`src/rtl/twu_defs.svh`:
```
// Functional notes
// - four 32-bit timers; time stamp advances each timer clock, the others only while enabled
// - reserved bits ignored, read as zero
// - watchdog registers reached only over bus
// - watchdog writes need key 0x482e present
// - watchdog decrements while count enable set
// - watchdog zero raises interrupt if enabled
// - write one clears watchdog interrupt status
// - watchdog zero with reset enable resets chip
// - warm reset flag cleared by write one
// - reset clears watchdog enables, counter all ones
// - time stamp counts up from zero, wraps
// - time stamp wrap interrupt, write one clears
// - reload fills bits 31:2, low bits zero
// - writing reload loads counter immediately
// - timer counts only while enable bit set
// - periodic expiry reloads, interrupts, keeps counting
// - single run expiry reloads, interrupts, stops
// - each timer own interrupt and status bit
// - reset clears reload, counter, disables timer
// - reload bits: value, single run, enable
// - period is four times reload plus one
`ifndef TWU_DEFS_SVH
`define TWU_DEFS_SVH
`define TWU_OFS_TS 8'h00
`define TWU_OFS_GP0 8'h04
`define TWU_OFS_GP0_RL 8'h08
`define TWU_OFS_GP1 8'h0c
`define TWU_OFS_GP1_RL 8'h10
`define TWU_OFS_WD 8'h14
`define TWU_OFS_WD_CTL 8'h18
`define TWU_OFS_WD_KEY 8'h1c
`define TWU_OFS_STS 8'h20
`define TWU_KEY_VALUE 16'h482e
`define TWU_WD_RST 32'hffffffff
`define TWU_RL_EN_BIT 0
`define TWU_RL_SR_BIT 1
`define TWU_WCTL_RST_BIT 0
`define TWU_WCTL_INT_BIT 1
`define TWU_WCTL_CNT_BIT 2
`define TWU_ST_TS_BIT 0
`define TWU_ST_GP0_BIT 1
`define TWU_ST_GP1_BIT 2
`define TWU_ST_WD_BIT 3
`define TWU_ST_WARM_BIT 4
`endif

```
`src/rtl/twu_pkg.sv`:
```
`default_nettype none
package twu_pkg;
  typedef logic [31:0] twu_word_t;
  typedef logic [29:0] twu_reload_t;
endpackage : twu_pkg
`default_nettype wire

```
`src/rtl/twu_timer_unit.sv`:
```
`include "twu_defs.svh"
`default_nettype none
module twu_timer_unit (
  input wire logic clk_i,
  input wire logic rst_i,
  input wire logic ce_i,
  input wire logic sys_rst_i,
  input wire logic wb_cyc_i,
  input wire logic wb_stb_i,
  input wire logic wb_we_i,
  input wire logic [7:0] wb_adr_i,
  input wire logic [3:0] wb_sel_i,
  input wire logic [31:0] wb_dat_i,
  output logic [31:0] wb_dat_o,
  output logic wb_ack_o,
  output logic ts_irq_o,
  output logic gp0_irq_o,
  output logic gp1_irq_o,
  output logic wd_irq_o,
  output logic chip_rst_o,
  output logic warm_rst_o
);
  // ----------------------------------------
  // bus decode
  // ----------------------------------------
  twu_pkg::twu_word_t ts_cnt;
  twu_pkg::twu_word_t gp_cnt [2];
  twu_pkg::twu_reload_t gp_rl [2];
  logic [1:0] gp_en;
  logic [1:0] gp_sr;
  twu_pkg::twu_word_t wd_cnt;
  logic [2:0] wd_ctl;
  logic [15:0] wd_key;
  logic [3:0] ev_sts;
  logic warm;
  wire logic [4:0] sts = {warm, ev_sts};

  function automatic logic hit(input logic [7:0] a, input logic [7:0] ofs);
    hit = (a == ofs);
  endfunction : hit

  wire logic req = wb_cyc_i & wb_stb_i & ~wb_ack_o;
  // partial writes dropped; full word only
  wire logic wr = req & wb_we_i & (wb_sel_i == 4'hf);
  wire logic wr_ts = wr & hit(wb_adr_i, `TWU_OFS_TS);
  wire logic [1:0] wr_rl = {wr & hit(wb_adr_i, `TWU_OFS_GP1_RL),
                            wr & hit(wb_adr_i, `TWU_OFS_GP0_RL)};
  wire logic unlocked = (wd_key == `TWU_KEY_VALUE);
  wire logic wr_wd = wr & unlocked & hit(wb_adr_i, `TWU_OFS_WD);
  wire logic wr_wctl = wr & unlocked & hit(wb_adr_i, `TWU_OFS_WD_CTL);
  wire logic wr_key = wr & hit(wb_adr_i, `TWU_OFS_WD_KEY);
  wire logic wr_sts = wr & hit(wb_adr_i, `TWU_OFS_STS);
  wire logic [4:0] clr = wr_sts ? wb_dat_i[4:0] : 5'h00;

  // ----------------------------------------
  // counter events
  // ----------------------------------------
  wire logic tick = ce_i;
  wire logic ts_wrap = tick & (ts_cnt == 32'hffffffff) & ~wr_ts;
  wire logic wd_zero = tick & wd_ctl[`TWU_WCTL_CNT_BIT] & (wd_cnt == 32'h00000000) & ~wr_wd;
  wire logic wd_fire = wd_zero & wd_ctl[`TWU_WCTL_RST_BIT];
  logic [1:0] gp_zero;
  twu_pkg::twu_word_t next_gp_cnt [2];

  genvar g;
  generate
    for (g = 0; g < 2; g++) begin : gen_gp
      wire twu_pkg::twu_word_t rl_word = {gp_rl[g], 2'b00};
      assign gp_zero[g] = tick & gp_en[g] & (gp_cnt[g] == 32'h00000000) & ~wr_rl[g];
      // zero takes one cycle, so period is 4x+1
      assign next_gp_cnt[g] = wr_rl[g] ? {wb_dat_i[31:2], 2'b00} :
                              gp_zero[g] ? rl_word :
                              (tick & gp_en[g]) ? gp_cnt[g] - 32'h00000001 :
                              gp_cnt[g];
      always_ff @(posedge clk_i) begin
        if (rst_i | chip_rst_o) begin
          gp_cnt[g] <= 32'h00000000;
          gp_rl[g] <= 30'h00000000;
          gp_en[g] <= 1'b0;
          gp_sr[g] <= 1'b0;
        end else begin
          gp_cnt[g] <= next_gp_cnt[g];
          if (wr_rl[g]) begin
            gp_rl[g] <= wb_dat_i[31:2];
            gp_sr[g] <= wb_dat_i[`TWU_RL_SR_BIT];
            gp_en[g] <= wb_dat_i[`TWU_RL_EN_BIT];
          end else if (gp_zero[g] & gp_sr[g]) begin
            gp_en[g] <= 1'b0;
          end
        end
      end
    end
  endgenerate

  // ----------------------------------------
  // status, set wins over clear
  // ----------------------------------------
  wire logic [3:0] ev = {wd_zero & wd_ctl[`TWU_WCTL_INT_BIT], gp_zero, ts_wrap};
  wire logic [3:0] next_sts = ev | (ev_sts & ~clr[3:0]);

  always_ff @(posedge clk_i) begin
    if (rst_i | chip_rst_o) begin
      ev_sts <= 4'h0;
    end else begin
      ev_sts <= next_sts;
    end
  end

  // warm flag survives chip reset, cleared only by rst_i, system reset or write one
  always_ff @(posedge clk_i) begin
    if (rst_i | sys_rst_i) begin
      warm <= 1'b0;
    end else if (chip_rst_o) begin
      warm <= 1'b1;
    end else if (clr[`TWU_ST_WARM_BIT]) begin
      warm <= 1'b0;
    end
  end

  // ----------------------------------------
  // time stamp and watchdog
  // ----------------------------------------
  always_ff @(posedge clk_i) begin
    if (rst_i | chip_rst_o) begin
      ts_cnt <= 32'h00000000;
      wd_cnt <= `TWU_WD_RST;
      wd_ctl <= 3'h0;
      wd_key <= 16'h0000;
    end else begin
      if (wr_ts) begin
        ts_cnt <= wb_dat_i;
      end else if (tick) begin
        ts_cnt <= ts_cnt + 32'h00000001;
      end
      if (wr_wd) begin
        wd_cnt <= wb_dat_i;
      end else if (tick & wd_ctl[`TWU_WCTL_CNT_BIT]) begin
        wd_cnt <= wd_cnt - 32'h00000001;
      end
      if (wr_wctl) begin
        wd_ctl <= wb_dat_i[2:0];
      end
      if (wr_key) begin
        wd_key <= wb_dat_i[15:0];
      end
    end
  end

  // chip reset pulse, one cycle
  always_ff @(posedge clk_i) begin
    if (rst_i) begin
      chip_rst_o <= 1'b0;
    end else begin
      chip_rst_o <= wd_fire & ~chip_rst_o;
    end
  end

  // ----------------------------------------
  // read mux and outputs
  // ----------------------------------------
  wire twu_pkg::twu_word_t rd_mux =
    hit(wb_adr_i, `TWU_OFS_TS) ? ts_cnt :
    hit(wb_adr_i, `TWU_OFS_GP0) ? gp_cnt[0] :
    hit(wb_adr_i, `TWU_OFS_GP0_RL) ? {gp_rl[0], gp_sr[0], gp_en[0]} :
    hit(wb_adr_i, `TWU_OFS_GP1) ? gp_cnt[1] :
    hit(wb_adr_i, `TWU_OFS_GP1_RL) ? {gp_rl[1], gp_sr[1], gp_en[1]} :
    hit(wb_adr_i, `TWU_OFS_WD) ? wd_cnt :
    hit(wb_adr_i, `TWU_OFS_WD_CTL) ? {29'h00000000, wd_ctl} :
    hit(wb_adr_i, `TWU_OFS_WD_KEY) ? {16'h0000, wd_key} :
    hit(wb_adr_i, `TWU_OFS_STS) ? {27'h0000000, sts} :
    32'h00000000;

  always_ff @(posedge clk_i) begin
    if (rst_i) begin
      wb_ack_o <= 1'b0;
      wb_dat_o <= 32'h00000000;
    end else begin
      wb_ack_o <= req;
      wb_dat_o <= req ? rd_mux : 32'h00000000;
    end
  end

  always_ff @(posedge clk_i) begin
    if (rst_i) begin
      ts_irq_o <= 1'b0;
      gp0_irq_o <= 1'b0;
      gp1_irq_o <= 1'b0;
      wd_irq_o <= 1'b0;
      warm_rst_o <= 1'b0;
    end else begin
      ts_irq_o <= next_sts[`TWU_ST_TS_BIT] & ~chip_rst_o;
      gp0_irq_o <= next_sts[`TWU_ST_GP0_BIT] & ~chip_rst_o;
      gp1_irq_o <= next_sts[`TWU_ST_GP1_BIT] & ~chip_rst_o;
      wd_irq_o <= next_sts[`TWU_ST_WD_BIT] & ~chip_rst_o;
      warm_rst_o <= warm;
    end
  end

  // ----------------------------------------
  // checks
  // ----------------------------------------
  a_key_locks_wd: assert property (@(posedge clk_i) disable iff (rst_i)
    (wr & hit(wb_adr_i, `TWU_OFS_WD) & ~unlocked & ~ce_i & ~chip_rst_o) |=> $stable(wd_cnt))
    else $error("watchdog written while locked");
  a_wd_holds: assert property (@(posedge clk_i) disable iff (rst_i)
    (~wd_ctl[`TWU_WCTL_CNT_BIT] & ~wr_wd & ~chip_rst_o) |=> $stable(wd_cnt))
    else $error("watchdog moved while disabled");
  a_wd_irq_set: assert property (@(posedge clk_i) disable iff (rst_i)
    (wd_zero & wd_ctl[`TWU_WCTL_INT_BIT] & ~chip_rst_o) |=> sts[`TWU_ST_WD_BIT] & wd_irq_o)
    else $error("watchdog interrupt missing");
  a_warm_set: assert property (@(posedge clk_i) disable iff (rst_i | sys_rst_i)
    chip_rst_o |=> warm ##1 warm_rst_o)
    else $error("warm flag not set");
  a_ts_counts: assert property (@(posedge clk_i) disable iff (rst_i)
    (ce_i & ~wr_ts & ~chip_rst_o) |=> ts_cnt == $past(ts_cnt) + 32'h00000001)
    else $error("time stamp not counting");
  a_rl_load: assert property (@(posedge clk_i) disable iff (rst_i)
    (wr_rl[0] & ~chip_rst_o) |=> gp_cnt[0] == {$past(wb_dat_i[31:2]), 2'b00})
    else $error("reload not loaded");
  a_single_stop: assert property (@(posedge clk_i) disable iff (rst_i)
    (gp_zero[1] & gp_sr[1] & ~chip_rst_o) |=> ~gp_en[1] & gp1_irq_o)
    else $error("single run did not stop");
  a_periodic_go: assert property (@(posedge clk_i) disable iff (rst_i)
    (gp_zero[0] & ~gp_sr[0] & ~chip_rst_o) |=> gp_en[0] & gp0_irq_o
      & gp_cnt[0] == {gp_rl[0], 2'b00})
    else $error("periodic did not reload");
  a_rsvd_zero: assert property (@(posedge clk_i) disable iff (rst_i)
    (req & hit(wb_adr_i, `TWU_OFS_WD_CTL)) |=> wb_dat_o[31:3] == 29'h00000000)
    else $error("reserved bits nonzero");
endmodule : twu_timer_unit
`default_nettype wire

```
`config.mk`:
```
export PLATFORM = sky130hd
export DESIGN_NAME = twu_timer_unit
export DESIGN_NICKNAME = d
export VERILOG_FILES = /design/src/rtl/twu_pkg.sv /design/src/rtl/twu_timer_unit.sv
export VERILOG_INCLUDE_DIRS = /design/src /design/src/rtl
export SDC_FILE = /design/constraint.sdc
export NUM_CORES = 1
export LEC_CHECK = 0
export BUFFER_PORTS_ARGS = -buffer_cell sky130_fd_sc_hd__buf_2
export CAP_MARGIN = 15
export CORE_MARGIN = 4
export CORE_UTILIZATION = 30
export CTS_CLUSTER_DIAMETER = 200
export DETAILED_ROUTE_END_ITERATION = 12
export SLEW_MARGIN = 25
export SYNTH_ARGS = -nofsm -noshare
export SYNTH_HDL_FRONTEND = slang
export SYNTH_SLANG_ARGS = --single-unit
```
`constraint.sdc`:
```
create_clock -name clk_i -period 3.4 [get_ports clk_i]
set_clock_uncertainty 0.1 [all_clocks]
set_input_delay 0.17 -clock clk_i [delete_from_list [all_inputs] [get_ports clk_i]]
set_output_delay 0.17 -clock clk_i [all_outputs]
set_load 0.01 [all_outputs]
```
; Word level (Yosys, flattened, before mapping)
; Memories as Yosys holds them, arrays and structs flattened.
; Index checks and enable logic that the tools add are counted.
[word_totals]
reg_bits = 131
ramBits = 124
input_bits = 51
mem_count = 2
[classes]
n_addsub = 4
eq_ne = 11
mux = 39
bitwise = 48
n_reduce_logical = 10
[mem_list]
columns = memory, depth, width, read_ports, rd_clocked_by_memory_dff, write_ports, line
row1 = gp_cnt, 2, 32, 2, 0, 2, twu_timer_unit.sv:27  ; twu_pkg::twu_word_t gp_cnt [2];
row2 = gp_rl, 2, 30, 2, 0, 2, twu_timer_unit.sv:28  ; twu_pkg::twu_reload_t gp_rl [2];
[ops]
columns = operator, count
row1 = 32-bit two-way mux, 18
row2 = 32-bit logical NOT, 3
row3 = "32-bit by 1-bit subtractor with 32-bit output, second input constant", 3
row4 = 30-bit two-way mux, 2
row5 = "32-bit by 1-bit adder with 32-bit output, second input constant", 1
row6 = 1-bit bitwise AND, 32
row7 = "32-bit == test, second input constant", 1
row8 = "8-bit by 5-bit == test with 1-bit output, second input constant", 4
row9 = 16-bit two-way mux, 2
row10 = "16-bit by 15-bit == test with 1-bit output, second input constant", 1
row11 = "8-bit by 4-bit == test with 1-bit output, second input constant", 2
row12 = 1-bit two-way mux, 15
row13 = 5-bit two-way mux, 2
row14 = 2-bit nonzero test, 5
row15 = "8-bit by 3-bit == test with 1-bit output, second input constant", 1
row16 = "8-bit by 6-bit == test with 1-bit output, second input constant", 1
row17 = 8-bit logical NOT, 1
row18 = 1-bit inverter, 7
row19 = 1-bit bitwise OR, 6
row20 = 4-bit bitwise AND, 1
row21 = "4-bit == test, second input constant", 1
row22 = 4-bit inverter, 1
row23 = 4-bit bitwise OR, 1
row24 = 2-bit OR reduction, 1

; Logic depth before layout (Yosys ltp)
[logic_depth]
ltp_word = 11
depth_mapped = 10

; Worst setup path before layout
; OpenSTA, ideal clock, no wires.
[synth_timing]
path_type = input-to-reg
startpoint = input wb_adr_i[5]
endpoint = memory gp_cnt[0][3] (netlist bit)
setup_time_ns = 0.116
t_arrival_ns = 2.531
required_ns = 3.184
path_slack_ns = 0.652
cell_stages = 6
n_path_buf = 0
path_cell_list = or4_1 -> nor4_2 -> nand2_1 -> nand2_1 -> a31oi_1 -> a31o_2
[synth_lines]
columns = element, line
row1 = from (decl), twu_timer_unit.sv:11  ; input wire logic [7:0] wb_adr_i,
row2 = to (decl), twu_timer_unit.sv:27

==> flow_metrics.py <==
metrics = {
    "clock_network": {
        "clockBufferDepth": 3,
        "cts_sinks": 255,
        "root_buffer": "clkbuf_16",
        "path_clk_slew_ns": 0.07,
        "h-tree-depth": 1,
        "clk_latency_ns": 0.57,
        "cts_tree": "done",
        "cts_setup_buffers": 0,
        "cts_made_buffers": 28,
    },
    "sta": {
        "setup_viol": 0,
        "period_minus_slack_ns": 3.01,
        "rsz0062_at_grt": "false",
        "maxSlewHeadroom_pct": 35.2,
        "clock.fmax_mhz": 332,
        "fin_crit_sh_pct": 88.5,
        "finalHoldViolations": 0,
        "setup_tns_ns": 0,
        "worst_pin_slew_ns": 0.971,
        "hold_ws_ns": 0.108,
        "finalMaxSlewViolations": 0,
    },
    "die": {
        "coreArea_um2": 43400,
        "row_count": 76,
        "io_pins": 90,
        "die_w_um": 218,
        "start_util_pct": 30.5,
        "die_y_um": 218,
        "die-area_um2": 47600,
    },
    "finish": {
        "drive_gt1_share_pct": 14.2,
        "seq_area_um2": 5710,
        "synthToLayoutAreaGrowth_pct": 20.2,
        "utilization_pct": 36.7,
        "n_antenna_cell": 0,
        "multi_input_area_um2": 7120,
        "fin_nets": 1735,
        "fillers": 4483,
    },
    "place": {
        "gp_congestion": 0.940,
        "hpwl_mm": 39.8,
        "numPortBuffers": 89,
    },
    "yosys": {
        "yosysWarnings": 0,
        "ys_top_cells_by_area": "dfxtp_1, edfxtp_1, a21oi_1",
        "synth.avg_cell_area_um2": 8.44,
        "ys_top_cells_by_count": "dfxtp_1, nand2_1, a21oi_1, nor2_1, o21ai_0",
        "yosysMostFrequentCell": "dfxtp_1",
        "synth_top_cell_by_area": "dfxtp_1",
        "ys_seq_area_share_pct": 43.1,
        "ys.flop_type": "dfxtp_1",
        "syn_inst": 1568,
        "synthArstFlopShare_pct": 0,
        "ys_types": 71,
        "yosys.area.top_type_share_pct": 29.5,
        "syn-num-nets": 1624,
        "netlist_area_um2": 13200,
        "synth_enable_flop_cells": 60,
        "ys_seq_elements": 255,
    },
    "pwr": {
        "ir_drop_mv": 0.379,
        "p_per_area_nw_per_um2": 423,
        "p_leak_nw": 5.86,
    },
    "worst_setup_path": {
        "cp.arrival_ns": 3.36,
        "critical_path.max_stage_delay_ns": 0.67,
        "crit_type": "register to register",
        "cp_max_fo": 12,
        "cp_slowest_cell": "or3_1",
        "cp_cell_sequence": "inv_1 -> ha_1 -> nor3b_1 -> nand4_2 -> or3_1 -> nand3_1 -> a31oi_1 -> o221a_2",
        "start_kind": "register",
        "end_kind": "register",
        "cp.required_ns": 3.76,
    },
    "global_routing": {
        "grt_overflow_total": 0,
        "use_met2_pct": 34.2,
        "grt_antenna_before_repair": 1,
        "grt_pass1_wl_mm": 81.4,
        "globalRouteMet3Util_pct": 3.32,
        "busiest_layer": "met2",
        "grt_max_degree": 78,
        "grt_pass1_vias": 12700,
        "met1_usage_pct": 32.3,
        "grt_usage_pct": 22.3,
    },
    "routing": {
        "avgRoutedWirePerCell_um": 24.0,
        "dr.pass1.iters": 7,
        "drc": 0,
        "wirelength_mm": 54.9,
        "routed_via_density": 5.94,
        "drt_iter0_drc": 1713,
        "ant_nets": 0,
        "dr_total_vias": 13600,
    },
    "run_status": {
        "outcome": "completed",
    },
    "hold_path": {
        "min_path_type": "input port to register",
    },
    "flow_run": {
        "drv_cap": 0,
    },
}
==> registers in the layout (all words and copies together) (netlist names), 2 cells and up <==
register,cells
gp_rl,60
wd_cnt,32
wd_key,16
wd_ctl,3
ev_sts,4
gp_en,2
gp_sr,2
wb_dat_o,32
gp_cnt,64
ts_cnt,32
==> worst max-delay path: cells and delay by family, from the launching register on <==
family	cells	cell delay, ns
AO/OA/AOI/OAI	2	0.35
AND/OR/NAND/NOR	4	1.82
flip-flops	1	0.35
adder cells (fa/ha/maj)	1	0.19
buffers and inverters	1	0.10
==> cells by family after synthesis <==
family / share of synthesized area, %
mux: 1.00
flops: 43.1
simple gates: 23.9
compound gates: 22.7
xor+xnor: 5.03
fa+ha+maj: 0.473
buf+inv: 3.71
==> through the flow <==
step	setup WS, ns	instances	cell area, um2	power, mW
global route	0.258	2285	15900	6.90
finish	0.391	2285	15900	6.73
detailed placement	0.485	2199	14600	3.53
CTS	0.463	2285	15900	6.75
floorplan	0.652	1568	13200	3.33
global placement	0.505	2199	14600	3.53
==> area by class of cell <==
class	instances	share of cell area, %
clock buffers	42	5.50
clock inverters	9	0.613
inverters	14	0.330
multi-input cells	1189	44.7
flip-flops and latches	255	35.8
well taps	585	4.60
repair buffers	191	8.39
==> path summary, 6_finish.rpt <==
| check | slack [ns] | startpoint | end | depth (start not counted) |
|---|---|---|---|---|
| worst max register to register | 0.39 | gp_cnt[0][0]$_SDFFE_PP0P_ | gp_cnt[0][12]$_SDFFE_PP0P_ | 8 |
| worst min register to register | 0.37 | wd_key[9]$_SDFFE_PP0P_ | wd_key[9]$_SDFFE_PP0P_ | 2 |
| worst max-delay path | 0.39 | gp_cnt[0][0]$_SDFFE_PP0P_ | gp_cnt[0][12]$_SDFFE_PP0P_ | 8 |
| worst min-delay path | 0.11 | wb_adr_i[6] | wb_dat_o[9]$_SDFF_PP0_ | 5 |
==> layer usage <==
layer	vias up	wire, um
met1	6571	24000
met3	110	5210
met5	-	0
li1	6097	-
met4	0	1980
met2	796	23600
==> what timing repair did <==
action,in CTS,in global routing
hold buffers,35,0
gates resized for setup,0,0
hold endpoints to repair,148,0
==> cells in the final DEF (no fill, tap or decap), types with 14 or more instances in the layout <==
cell type and count:
or3_1 26, buf_2 89, a21oi_1 144, a222oi_1 16
dfxtp_1 195, a221oi_1 16, nand4_1 18, inv_1 14
a31oi_1 28, dlygate4sd3_1 35, nor3_1 73, buf_4 64
nor4_1 29, and3_1 65, xor2_1 36, a22oi_1 21
edfxtp_1 60, nor2_1 130, xnor2_1 40, or4_1 22
clkbuf_16 30, nand3_1 30, o21ai_0 121, nand2_1 148
a211oi_1 32
==> where the power goes <==
group | switching [mW] | total [mW] | internal [mW]
registers | 0.0356 | 3.16 | 3.13
logic | 0.235 | 0.335 | 0.0999
clock network | 1.31 | 3.24 | 1.92
No activity file was read; power rests on OpenSTA's default activity.
